==> config.mk <==
export PLATFORM = sky130hd
export DESIGN_NAME = fscr_regs
export DESIGN_NICKNAME = d
export VERILOG_FILES = /design/src/core/fscr_pkg.sv /design/src/core/fscr_regs.sv
export SDC_FILE = /design/constraint.sdc
export NUM_CORES = 1
export LEC_CHECK = 0
export ABC_AREA = 0
export BUFFER_PORTS_ARGS = -buffer_cell sky130_fd_sc_hd__buf_4
export CORE_MARGIN = 5
export CORE_UTILIZATION = 39
export CTS_CLUSTER_DIAMETER = 200
export CTS_CLUSTER_SIZE = 12
export DETAILED_ROUTE_END_ITERATION = 16
export PLACE_DENSITY = 0.68
export SLEW_MARGIN = 20
export SYNTH_ARGS = -nofsm -noshare
export SYNTH_HDL_FRONTEND = slang
export SYNTH_SLANG_ARGS = --single-unit
export TNS_END_PERCENT = 20
==> constraint.sdc <==
create_clock -name sys_clk -period 1.9 [get_ports sys_clk]
set_input_delay 0.19 -clock sys_clk [delete_from_list [all_inputs] [get_ports sys_clk]]
set_output_delay 0.19 -clock sys_clk [all_outputs]
set_load 0.02 [all_outputs]
==> src/core/fscr_pkg.sv <==
// ----------------------------------------------------------------------------
// filter setup configuration: shared constants and carriers
// ----------------------------------------------------------------------------
package fscr_pkg;

    // register indices as printed; byte address is four times the index
    localparam logic [7:0] FSCR_SETUP1_IDX = 8'h29;
    localparam logic [7:0] FSCR_SETUP2_IDX = 8'h2A;
    localparam logic [7:0] FSCR_SETUP1_ADDR = {FSCR_SETUP1_IDX[5:0], 2'b00};
    localparam logic [7:0] FSCR_SETUP2_ADDR = {FSCR_SETUP2_IDX[5:0], 2'b00};

    // register reset value and writable bits of the normal mapping
    localparam logic [15:0] FSCR_CFG_RESET = 16'h0000;
    localparam logic [15:0] FSCR_NORMAL_WR_MASK = 16'h8F7F;

    // field positions
    localparam int unsigned FSCR_MAP_BIT = 15;
    localparam int unsigned FSCR_PF_EN_BIT = 11;
    localparam int unsigned FSCR_PF_SEL_LSB = 8;
    localparam int unsigned FSCR_TYPE_LSB = 5;
    localparam int unsigned FSCR_RATE_LSB = 0;

    // filter type codes
    localparam logic [1:0] FSCR_TYPE_SINC5_SINC1 = 2'h0;
    localparam logic [1:0] FSCR_TYPE_SINC3 = 2'h3;

    // post filter select codes, rates in centi-SPS, settling in microseconds
    localparam logic [2:0] FSCR_PF_27SPS = 3'h2;
    localparam logic [2:0] FSCR_PF_25SPS = 3'h3;
    localparam logic [2:0] FSCR_PF_20SPS = 3'h5;
    localparam logic [2:0] FSCR_PF_16SPS = 3'h6;
    localparam logic [15:0] FSCR_PF27_RATE_CSPS = 16'h0A8C;
    localparam logic [15:0] FSCR_PF25_RATE_CSPS = 16'h09C4;
    localparam logic [15:0] FSCR_PF20_RATE_CSPS = 16'h07D0;
    localparam logic [15:0] FSCR_PF16_RATE_CSPS = 16'h0683;
    localparam logic [15:0] FSCR_PF27_SETTLE_US = 16'h8F5C;
    localparam logic [15:0] FSCR_PF25_SETTLE_US = 16'h9C40;
    localparam logic [15:0] FSCR_PF20_SETTLE_US = 16'hC350;
    localparam logic [15:0] FSCR_PF16_SETTLE_US = 16'hEA60;

    // direct sinc3 mapping: modulator clocks per output = 32 x ratio
    localparam logic [4:0] FSCR_DECIM_SHIFT = 5'h05;

    // rate code limits and the rates in milli-SPS at both ends
    localparam logic [4:0] FSCR_RATE_CODE_MAX = 5'h14;
    localparam logic [27:0] FSCR_RATE_FAST_MSPS = 28'hEE6B280;
    localparam logic [27:0] FSCR_RATE_SLOW_MSPS = 28'h0001388;

    // filter path actually in use
    typedef enum logic [1:0] {
        FSCR_PATH_SINC5_SINC1 = 2'b00,
        FSCR_PATH_SINC3 = 2'b01,
        FSCR_PATH_DIRECT = 2'b11,
        FSCR_PATH_INVALID = 2'b10
    } fscr_path_e;

    // decoded setup handed to the filter datapath
    typedef struct packed {
        fscr_path_e path;
        logic post_active;
        logic [15:0] post_rate_csps;
        logic [15:0] post_settle_us;
        logic [4:0] rate_code;
        logic [27:0] rate_msps;
        logic [19:0] decim_ratio;
    } fscr_setup_s;

endpackage : fscr_pkg

==> src/core/fscr_regs.sv <==
`timescale 1ns/1ps
`default_nettype none

// Functional notes
// - map bit 15 set: low fifteen bits are a direct sinc3 ratio only
// - direct mapping: output rate is modulator clock over 32 times ratio
// - bit 11 enables the post filter, only effective with type code 00
// - post select 010 gives 27 SPS/36.7 ms, 011 gives 25 SPS/40 ms
// - post select 101 gives 20 SPS/50 ms, 110 gives 16.67 SPS/60 ms
// - type bits 6:5: 00 sinc5 plus sinc1 by default, 11 sinc3
// - rate code 00000 is 250000 SPS, stepping down to 5 SPS
// - setup 1 register at index 0x29, setup 2 at 0x2A, reset zero
module fscr_regs
    import fscr_pkg::*;
(
    // clock and reset
    input wire logic sys_clk,
    input wire logic arst_n,
    // apb slave
    input wire logic psel,
    input wire logic penable,
    input wire logic pwrite,
    input wire logic [7:0] paddr,
    input wire logic [31:0] pwdata,
    input wire logic [3:0] pstrb,
    output var logic [31:0] prdata,
    output var logic pready,
    output var logic pslverr,
    // decoded setups to the filter datapath, index 0 is setup 1
    output var fscr_setup_s [1:0] setup_cfg
);

    // ------------------------------------------------------------------------
    // rate code table
    // ------------------------------------------------------------------------

    // output data rate in milli-SPS for each code; codes past the slowest read 0
    function automatic logic [27:0] rate_lookup(input logic [4:0] code);
        logic [27:0] r;
        r = 28'h0000000;
        case (code)
            5'h00: r = FSCR_RATE_FAST_MSPS;
            5'h01: r = 28'h7735940;
            5'h02: r = 28'h3B9ACA0;
            5'h03: r = 28'h2FAF080;
            5'h04: r = 28'h1DCD650;
            5'h05: r = 28'h17D7840;
            5'h06: r = 28'h0EE6B28;
            5'h07: r = 28'h0989680;
            5'h08: r = 28'h04C4B40;
            5'h09: r = 28'h02625A0;
            5'h0A: r = 28'h00F4240;
            5'h0B: r = 28'h007A120;
            5'h0C: r = 28'h00610BC;
            5'h0D: r = 28'h0030D40;
            5'h0E: r = 28'h00186A0;
            5'h0F: r = 28'h000EA24;
            5'h10: r = 28'h000C328;
            5'h11: r = 28'h0004E20;
            5'h12: r = 28'h000411B;
            5'h13: r = 28'h0002710;
            5'h14: r = FSCR_RATE_SLOW_MSPS;
            default: r = 28'h0000000;
        endcase
        return r;
    endfunction : rate_lookup

    // ------------------------------------------------------------------------
    // apb slave
    // ------------------------------------------------------------------------

    logic [15:0] cfg [2];
    logic [15:0] next_cfg [2];
    logic [31:0] next_prdata;
    logic next_pready;
    logic next_pslverr;
    logic setup_phase;
    logic hit1;
    logic hit2;
    logic wr_done;

    // answer is prepared in the setup cycle, so access completes with no wait
    assign setup_phase = psel && !penable;
    assign hit1 = (paddr == FSCR_SETUP1_ADDR);
    assign hit2 = (paddr == FSCR_SETUP2_ADDR);
    assign wr_done = psel && penable && pready && pwrite;

    // read data, ready and error for the coming access cycle
    always_comb begin
        next_prdata = 32'h00000000;
        next_pready = setup_phase;
        next_pslverr = 1'b0;
        if (setup_phase) begin
            next_pslverr = !(hit1 || hit2);
            if (!pwrite && hit1) begin
                next_prdata = {16'h0000, cfg[0]};
            end else if (!pwrite && hit2) begin
                next_prdata = {16'h0000, cfg[1]};
            end
        end
    end

    // bus answer flops; outputs come straight from these
    always_ff @(posedge sys_clk or negedge arst_n) begin
        if (!arst_n) begin
            prdata <= 32'h00000000;
            pready <= 1'b0;
            pslverr <= 1'b0;
        end else begin
            prdata <= next_prdata;
            pready <= next_pready;
            pslverr <= next_pslverr;
        end
    end

    // ------------------------------------------------------------------------
    // configuration registers
    // ------------------------------------------------------------------------

    // byte lanes merge first; the map bit of the result picks which bits keep
    // data, so a direct ratio may use bits the normal mapping reserves
    always_comb begin
        logic [15:0] merged;
        merged = 16'h0000;
        for (int i = 0; i < 2; i++) begin
            next_cfg[i] = cfg[i];
            merged[15:8] = pstrb[1] ? pwdata[15:8] : cfg[i][15:8];
            merged[7:0] = pstrb[0] ? pwdata[7:0] : cfg[i][7:0];
            if (wr_done && ((i == 0) ? hit1 : hit2)) begin
                if (merged[FSCR_MAP_BIT]) begin
                    next_cfg[i] = merged;
                end else begin
                    next_cfg[i] = merged & FSCR_NORMAL_WR_MASK;
                end
            end
        end
    end

    // both setups start at the documented reset value
    always_ff @(posedge sys_clk or negedge arst_n) begin
        if (!arst_n) begin
            cfg[0] <= FSCR_CFG_RESET;
            cfg[1] <= FSCR_CFG_RESET;
        end else begin
            cfg[0] <= next_cfg[0];
            cfg[1] <= next_cfg[1];
        end
    end

    // ------------------------------------------------------------------------
    // setup decode
    // ------------------------------------------------------------------------

    fscr_setup_s next_setup [2];

    // one decode per setup; the datapath sees a registered copy one cycle later
    for (genvar g = 0; g < 2; g++) begin : g_setup
        logic map_on;
        logic [1:0] ftype;
        logic [2:0] pf_sel;
        logic [4:0] rate;

        assign map_on = cfg[g][FSCR_MAP_BIT];
        assign ftype = cfg[g][FSCR_TYPE_LSB +: 2];
        assign pf_sel = cfg[g][FSCR_PF_SEL_LSB +: 3];
        assign rate = cfg[g][FSCR_RATE_LSB +: 5];

        // the direct ratio overrides every other field; undocumented type
        // codes are flagged invalid rather than guessed at
        always_comb begin
            next_setup[g] = '0;
            if (map_on) begin
                next_setup[g].path = FSCR_PATH_DIRECT;
                next_setup[g].decim_ratio = {cfg[g][14:0], 5'h00};
            end else begin
                case (ftype)
                    FSCR_TYPE_SINC5_SINC1: next_setup[g].path = FSCR_PATH_SINC5_SINC1;
                    FSCR_TYPE_SINC3: next_setup[g].path = FSCR_PATH_SINC3;
                    default: next_setup[g].path = FSCR_PATH_INVALID;
                endcase
                next_setup[g].rate_code = rate;
                next_setup[g].rate_msps = rate_lookup(rate);
                // post filter counts only on the sinc5 plus sinc1 path
                if (cfg[g][FSCR_PF_EN_BIT] && ftype == FSCR_TYPE_SINC5_SINC1) begin
                    next_setup[g].post_active = 1'b1;
                    case (pf_sel)
                        FSCR_PF_27SPS: begin
                            next_setup[g].post_rate_csps = FSCR_PF27_RATE_CSPS;
                            next_setup[g].post_settle_us = FSCR_PF27_SETTLE_US;
                        end
                        FSCR_PF_25SPS: begin
                            next_setup[g].post_rate_csps = FSCR_PF25_RATE_CSPS;
                            next_setup[g].post_settle_us = FSCR_PF25_SETTLE_US;
                        end
                        FSCR_PF_20SPS: begin
                            next_setup[g].post_rate_csps = FSCR_PF20_RATE_CSPS;
                            next_setup[g].post_settle_us = FSCR_PF20_SETTLE_US;
                        end
                        FSCR_PF_16SPS: begin
                            next_setup[g].post_rate_csps = FSCR_PF16_RATE_CSPS;
                            next_setup[g].post_settle_us = FSCR_PF16_SETTLE_US;
                        end
                        default: begin
                            // undocumented select: active, but no rate reported
                            next_setup[g].post_rate_csps = 16'h0000;
                            next_setup[g].post_settle_us = 16'h0000;
                        end
                    endcase
                end
            end
        end

        // registered decode for the datapath
        always_ff @(posedge sys_clk or negedge arst_n) begin
            if (!arst_n) begin
                setup_cfg[g] <= '0;
            end else begin
                setup_cfg[g] <= next_setup[g];
            end
        end
    end
endmodule : fscr_regs

`default_nettype wire

-- Yosys cells after proc, flatten, opt, wreduce, memory -nomap -nowiden
Memories as Yosys holds them, arrays and structs flattened.
Index checks and enable logic that the tools add are counted.
- memories kept: 2
- flip-flop bits (word level): 242
- ROM bits: 1792
- logic and storage cells: 83
- input port bits: 49
- multiplexer cells: 22
- reduce and logical (&&, ||, !) cells: 20
- equality and inequality tests: 16
- memories (name ; depth ; width ; read ports ; clocked after memory_dff ; wr ports ; RTL line ; text):
    (no name shown) ; 32 ; 28 ; 1 ; 0 ; 0 ; fscr_regs.sv:41 ; case (code)
    (no name shown) ; 32 ; 28 ; 1 ; 0 ; 0 ; fscr_regs.sv:41 ;
- operators with widths (operator ; number):
    $pmux W28 S4 ; 2
    $mux W66 ; 2
    $mux W33 ; 2
    $mux W32 ; 2
    $mux W16 ; 3
    $mux W20 ; 2
    $mux W8 ; 4
    $eq A8 B8 Y1 const B ; 2
    $eq A3 B2 Y1 const B ; 4
    $eq A3 B3 Y1 const B ; 4
    $logic_and A1 B1 Y1 ; 10
    $ne A2 B2 Y1 const B ; 4
    $pmux W2 S2 ; 2
    $reduce_and A2 Y1 ; 4
    $eq A2 B2 Y1 const B ; 2
    $logic_not A2 Y1 ; 2
    $mux W2 ; 2
    $logic_not A1 Y1 ; 3
    $logic_or A1 B1 Y1 ; 1
    $mux W1 ; 1

-- Longest topological paths before layout
- depth in word-level cells: 5
- gate-level depth with buffers: 8

-- Worst setup path before layout
OpenSTA, ideal clock, no wires.
- path kind: reg-to-reg
- from: register cfg[16] (netlist name)
- to: register setup_cfg[35] (netlist name)
- data required time: 1.822 ns
- stages on the path, launching flop included: 8
- path slack: -0.022 ns
- setup time: 0.078 ns
- buffers on the path: 1
- arrival time: 1.844 ns
- clock period less this slack: 1.922 ns
- cells stage by stage: dfrtp_1 clkbuf_1 inv_1 ha_1 nor2b_1 nor3_1 a311o_1 a21oi_1
- RTL lines (item ; RTL line ; text):
    from (decl) ; fscr_regs.sv:72 ; logic [15:0] cfg [2];
    to (signal, indexed assignment) ; fscr_regs.sv:218 ; setup_cfg[g] <= next_setup[g];
    to (decl) ; fscr_regs.sv:30 ; output var fscr_setup_s [1:0] setup_cfg

==> results.md <==
- Max Freq: 562.9 MHz
- Clock Pin Slew Worst Setup and Hold Paths: 0.07 ns
- Root buffer cell: clkbuf_16
- Worst hold path type: in -> reg
- Die X: 151.3 um
- Layout cells sized above 1: 0.3469
- Placement Rows: 51
- Worst path slowest cell: or3b_2
- WP data required: 2.20 ns
- Total GRT Usage: 0.1767
- Crit-path max FO: 5
- Clock latency on the worst-skew pair: 0.43 ns
- Tcrit/Tclk final: 0.9350
- Setup violators final: 0
- Core region area: 19530 um^2
- Fin area: 10150 um^2
- Ant. Diodes: 0
- Post-synth EDFFs: 0
- Die area: 22880 um^2
- Setup CP Type: reg -> reg
- Fill count: 1808
- Drt initial violations: 419
- CTS Buf Count: 17
- Mapped Avg Cell Area: 10.72 um^2
- First-pass GRT wire length: 31090 um
- Maxcap violations: 0
- Asr flop ratio synth: 1.000
- Synth Cell Area: 7784 um^2
- Crit-path cells: inv_1, ha_1, nor2b_1, or3b_2, a21oi_1, a211oi_1
- Synth Instances: 726
- # IOs: 259
- Vias: 5831
- Post-route DRC: 0
- Worst Path Arrival: 2.08 ns
- CP startpoint kind: flip-flop
- Worst VDD drop: 0.0005357 V
- Global route overflow: 0
- Hold Violations, Final: 0
- Yosys reg bits: 172
- Run status: complete, no violations
- Routed wire length: 20250 um
- Yosys warnings: 0
- Post-Route Setup TNS: 0 ns
- Max incr delay on CP: 0.45 ns
- Main flop type after synthesis: dfrtp_1
- Max_slew headroom: 0.5923
- RSZ-0062 raised after global routing: no
- Worst Clk Skew: 0.01160 ns
- Antenna violations before repair: 0
- Leak Pwr: 5.164 nW
- Clk buf depth: 2
- Slew @ Worst Pin: 0.6116 ns
- CTS tree: built
- Port Buf Inserts: 198
- Crit end category: flip-flop
- Final GP Congestion: 0.8787
- Slew Viols, Final: 0
- Core Util, Final: 0.5201
- Hold Slack: 0.01130 ns
- Area grow syn2layout: 30.46%
- Routed Antenna Nets: 0
- HPWL Detailed: 14720 um
- WL per Instance: 16.84 um
- Fin nets: 993
- Tmin final: 1.777 ns
- Number of global-route vias before repair: 5706
- Placed inst area: 9495 um^2
- Via density: 4.851
- Die height: 151.3 um
- H-Tree Depth: 4
- Distinct cells, synth: 50
- Clock sinks: 172
- Largest net degree at the start of global routing: 63
- Sequential fraction of the synthesis area: 0.5530
- Cell Pwr Density: 730.7 nW/um^2
- Initial core utilization: 0.3986
- First-pass iteration count of the detailed router: 5
[critical path: cells and delay by family, from the launching register on]
kind | cells | cell delay [ns]
simple gates | 2 | 0.62
buf+inv | 1 | 0.08
flops | 1 | 0.42
fa+ha+maj | 1 | 0.23
compound gates | 2 | 0.29
[layout by cell type, fill, tap and decap left out, types with 3 or more instances in the layout]
| cell type | Yosys | routed |
|---|---|---|
| nor3_1 | 25 | 25 |
| a22oi_1 | 16 | 16 |
| buf_4 | 70 | 243 |
| conb_1 | 1 | 42 |
| nand2b_1 | 8 | 8 |
| dfrtp_1 | 172 | 172 |
| clkbuf_8 | 0 | 3 |
| buf_12 | 0 | 5 |
| o21ai_0 | 29 | 29 |
| clkinvlp_4 | 0 | 5 |
| inv_6 | 0 | 4 |
| a311oi_1 | 6 | 6 |
| a31oi_1 | 6 | 6 |
| clkbuf_16 | 0 | 17 |
| and2_1 | 32 | 32 |
| nor2_1 | 63 | 63 |
| a211oi_1 | 14 | 14 |
| a21o_1 | 6 | 6 |
| o32a_1 | 4 | 4 |
| inv_1 | 17 | 17 |
| o21a_1 | 6 | 6 |
| nand3_1 | 9 | 9 |
| nor2b_1 | 23 | 23 |
| nand2_1 | 37 | 37 |
| nor3b_1 | 7 | 7 |
| and3_1 | 7 | 7 |
| dlygate4sd3_1 | 0 | 8 |
| a21oi_1 | 24 | 24 |
| a311o_1 | 3 | 3 |
| or2_2 | 10 | 10 |
| mux2_2 | 26 | 26 |
| xor2_1 | 3 | 3 |
| nand3b_1 | 5 | 5 |
| ha_1 | 20 | 20 |
[state kept, by name, summed over array words and instances, names as in the netlist]
| signal | flops |
|---|---|
| pready | 1 |
| pslverr | 1 |
| prdata | 16 |
| cfg | 32 |
| setup_cfg | 122 |
[final timing paths]
check,start,endpoint,slack (ns),cells past startpoint
worst max-delay path,cfg[17]$_DFFE_PN0P_,setup_cfg[28]$_DFF_PN0_,0.12,6
max in group asynchronous,arst_n,setup_cfg[65]$_DFF_PN0_,0.94,3
worst min register to register,cfg[28]$_DFFE_PN0P_,setup_cfg[17]$_DFF_PN0_,0.54,1
worst max register to register,cfg[17]$_DFFE_PN0P_,setup_cfg[28]$_DFF_PN0_,0.12,6
min in group asynchronous,arst_n,setup_cfg[101]$_DFF_PN0_,0.32,2
worst min-delay path,pwdata[2],cfg[2]$_DFFE_PN0P_,0.01,2
[metal layers]
layer  wire length, um  part of all wire  track usage
met2              9728              0.48       0.2856
met4               438             0.022      0.06301
met1              8281              0.41       0.2323
met5                 0                 0            0
met3              1797             0.089      0.04219
[metrics by stage]
step	power (mW)	worst slack [ns]	cells
finish	7.420	0.1234	1202
global route	7.697	0.01427	1202
CTS	7.491	0.1206	1202
detailed placement	4.088	-0.05560	1162
global placement	4.086	-0.007538	1162
floorplan	3.954	0.08619	767
[synthesized netlist by cell type, drive strengths merged, types with 17 or more instances]
cell type,instances,area [um^2]
a21oi,24,120.1
mux2,26,292.8
inv,17,63.81
nor2,63,236.5
buf,72,533.0
and2,32,200.2
nand2,39,151.4
clkbuf,47,176.4
o21ai,29,145.1
nor3,25,125.1
ha,20,250.2
nor2b,23,143.9
dfrtp,172,4304
[timing repair]
item | CTS | global route
setup endpoints to repair | 0 | 1
hold buffers | 8 | 0
setup buffers | 0 | 0
resized for setup | 0 | 1
hold endpoints to repair | 68 | 0
[area by class of cell]
type / count / area (um^2) / area share
clock inverters: 11 / 107.6 / 0.01060
repair buffers: 257 / 2016 / 0.1985
inverters: 18 / 67.56 / 0.006654
clock buffers: 21 / 470.5 / 0.04633
well taps: 265 / 331.6 / 0.03265
flip-flops and latches: 172 / 4304 / 0.4239
multi-input cells: 458 / 2858 / 0.2814
[report_power, final]
| part | internal (mW) | leakage, nW | total (mW) | switching (mW) |
|---|---|---|---|---|
| sequential | 3.67 | 2.27 | 3.68 | 0.00718 |
| clock | 1.92 | 0.269 | 3.39 | 1.47 |
| combinational | 0.113 | 2.63 | 0.349 | 0.236 |
[kinds of logic after synthesis]
family                   after synthesis  share of synthesized area
AO/OA/AOI/OAI                        122                     0.1035
XOR/XNOR                               3                   0.003376
adder cells (fa/ha/maj)               20                    0.03215
buffers and inverters                137                    0.09982
flip-flops                           172                     0.5530
multiplexers                          27                    0.03890
other                                  1                  0.0004818
AND/OR/NAND/NOR                      244                     0.1688
Power figures use the tool's default switching activity.
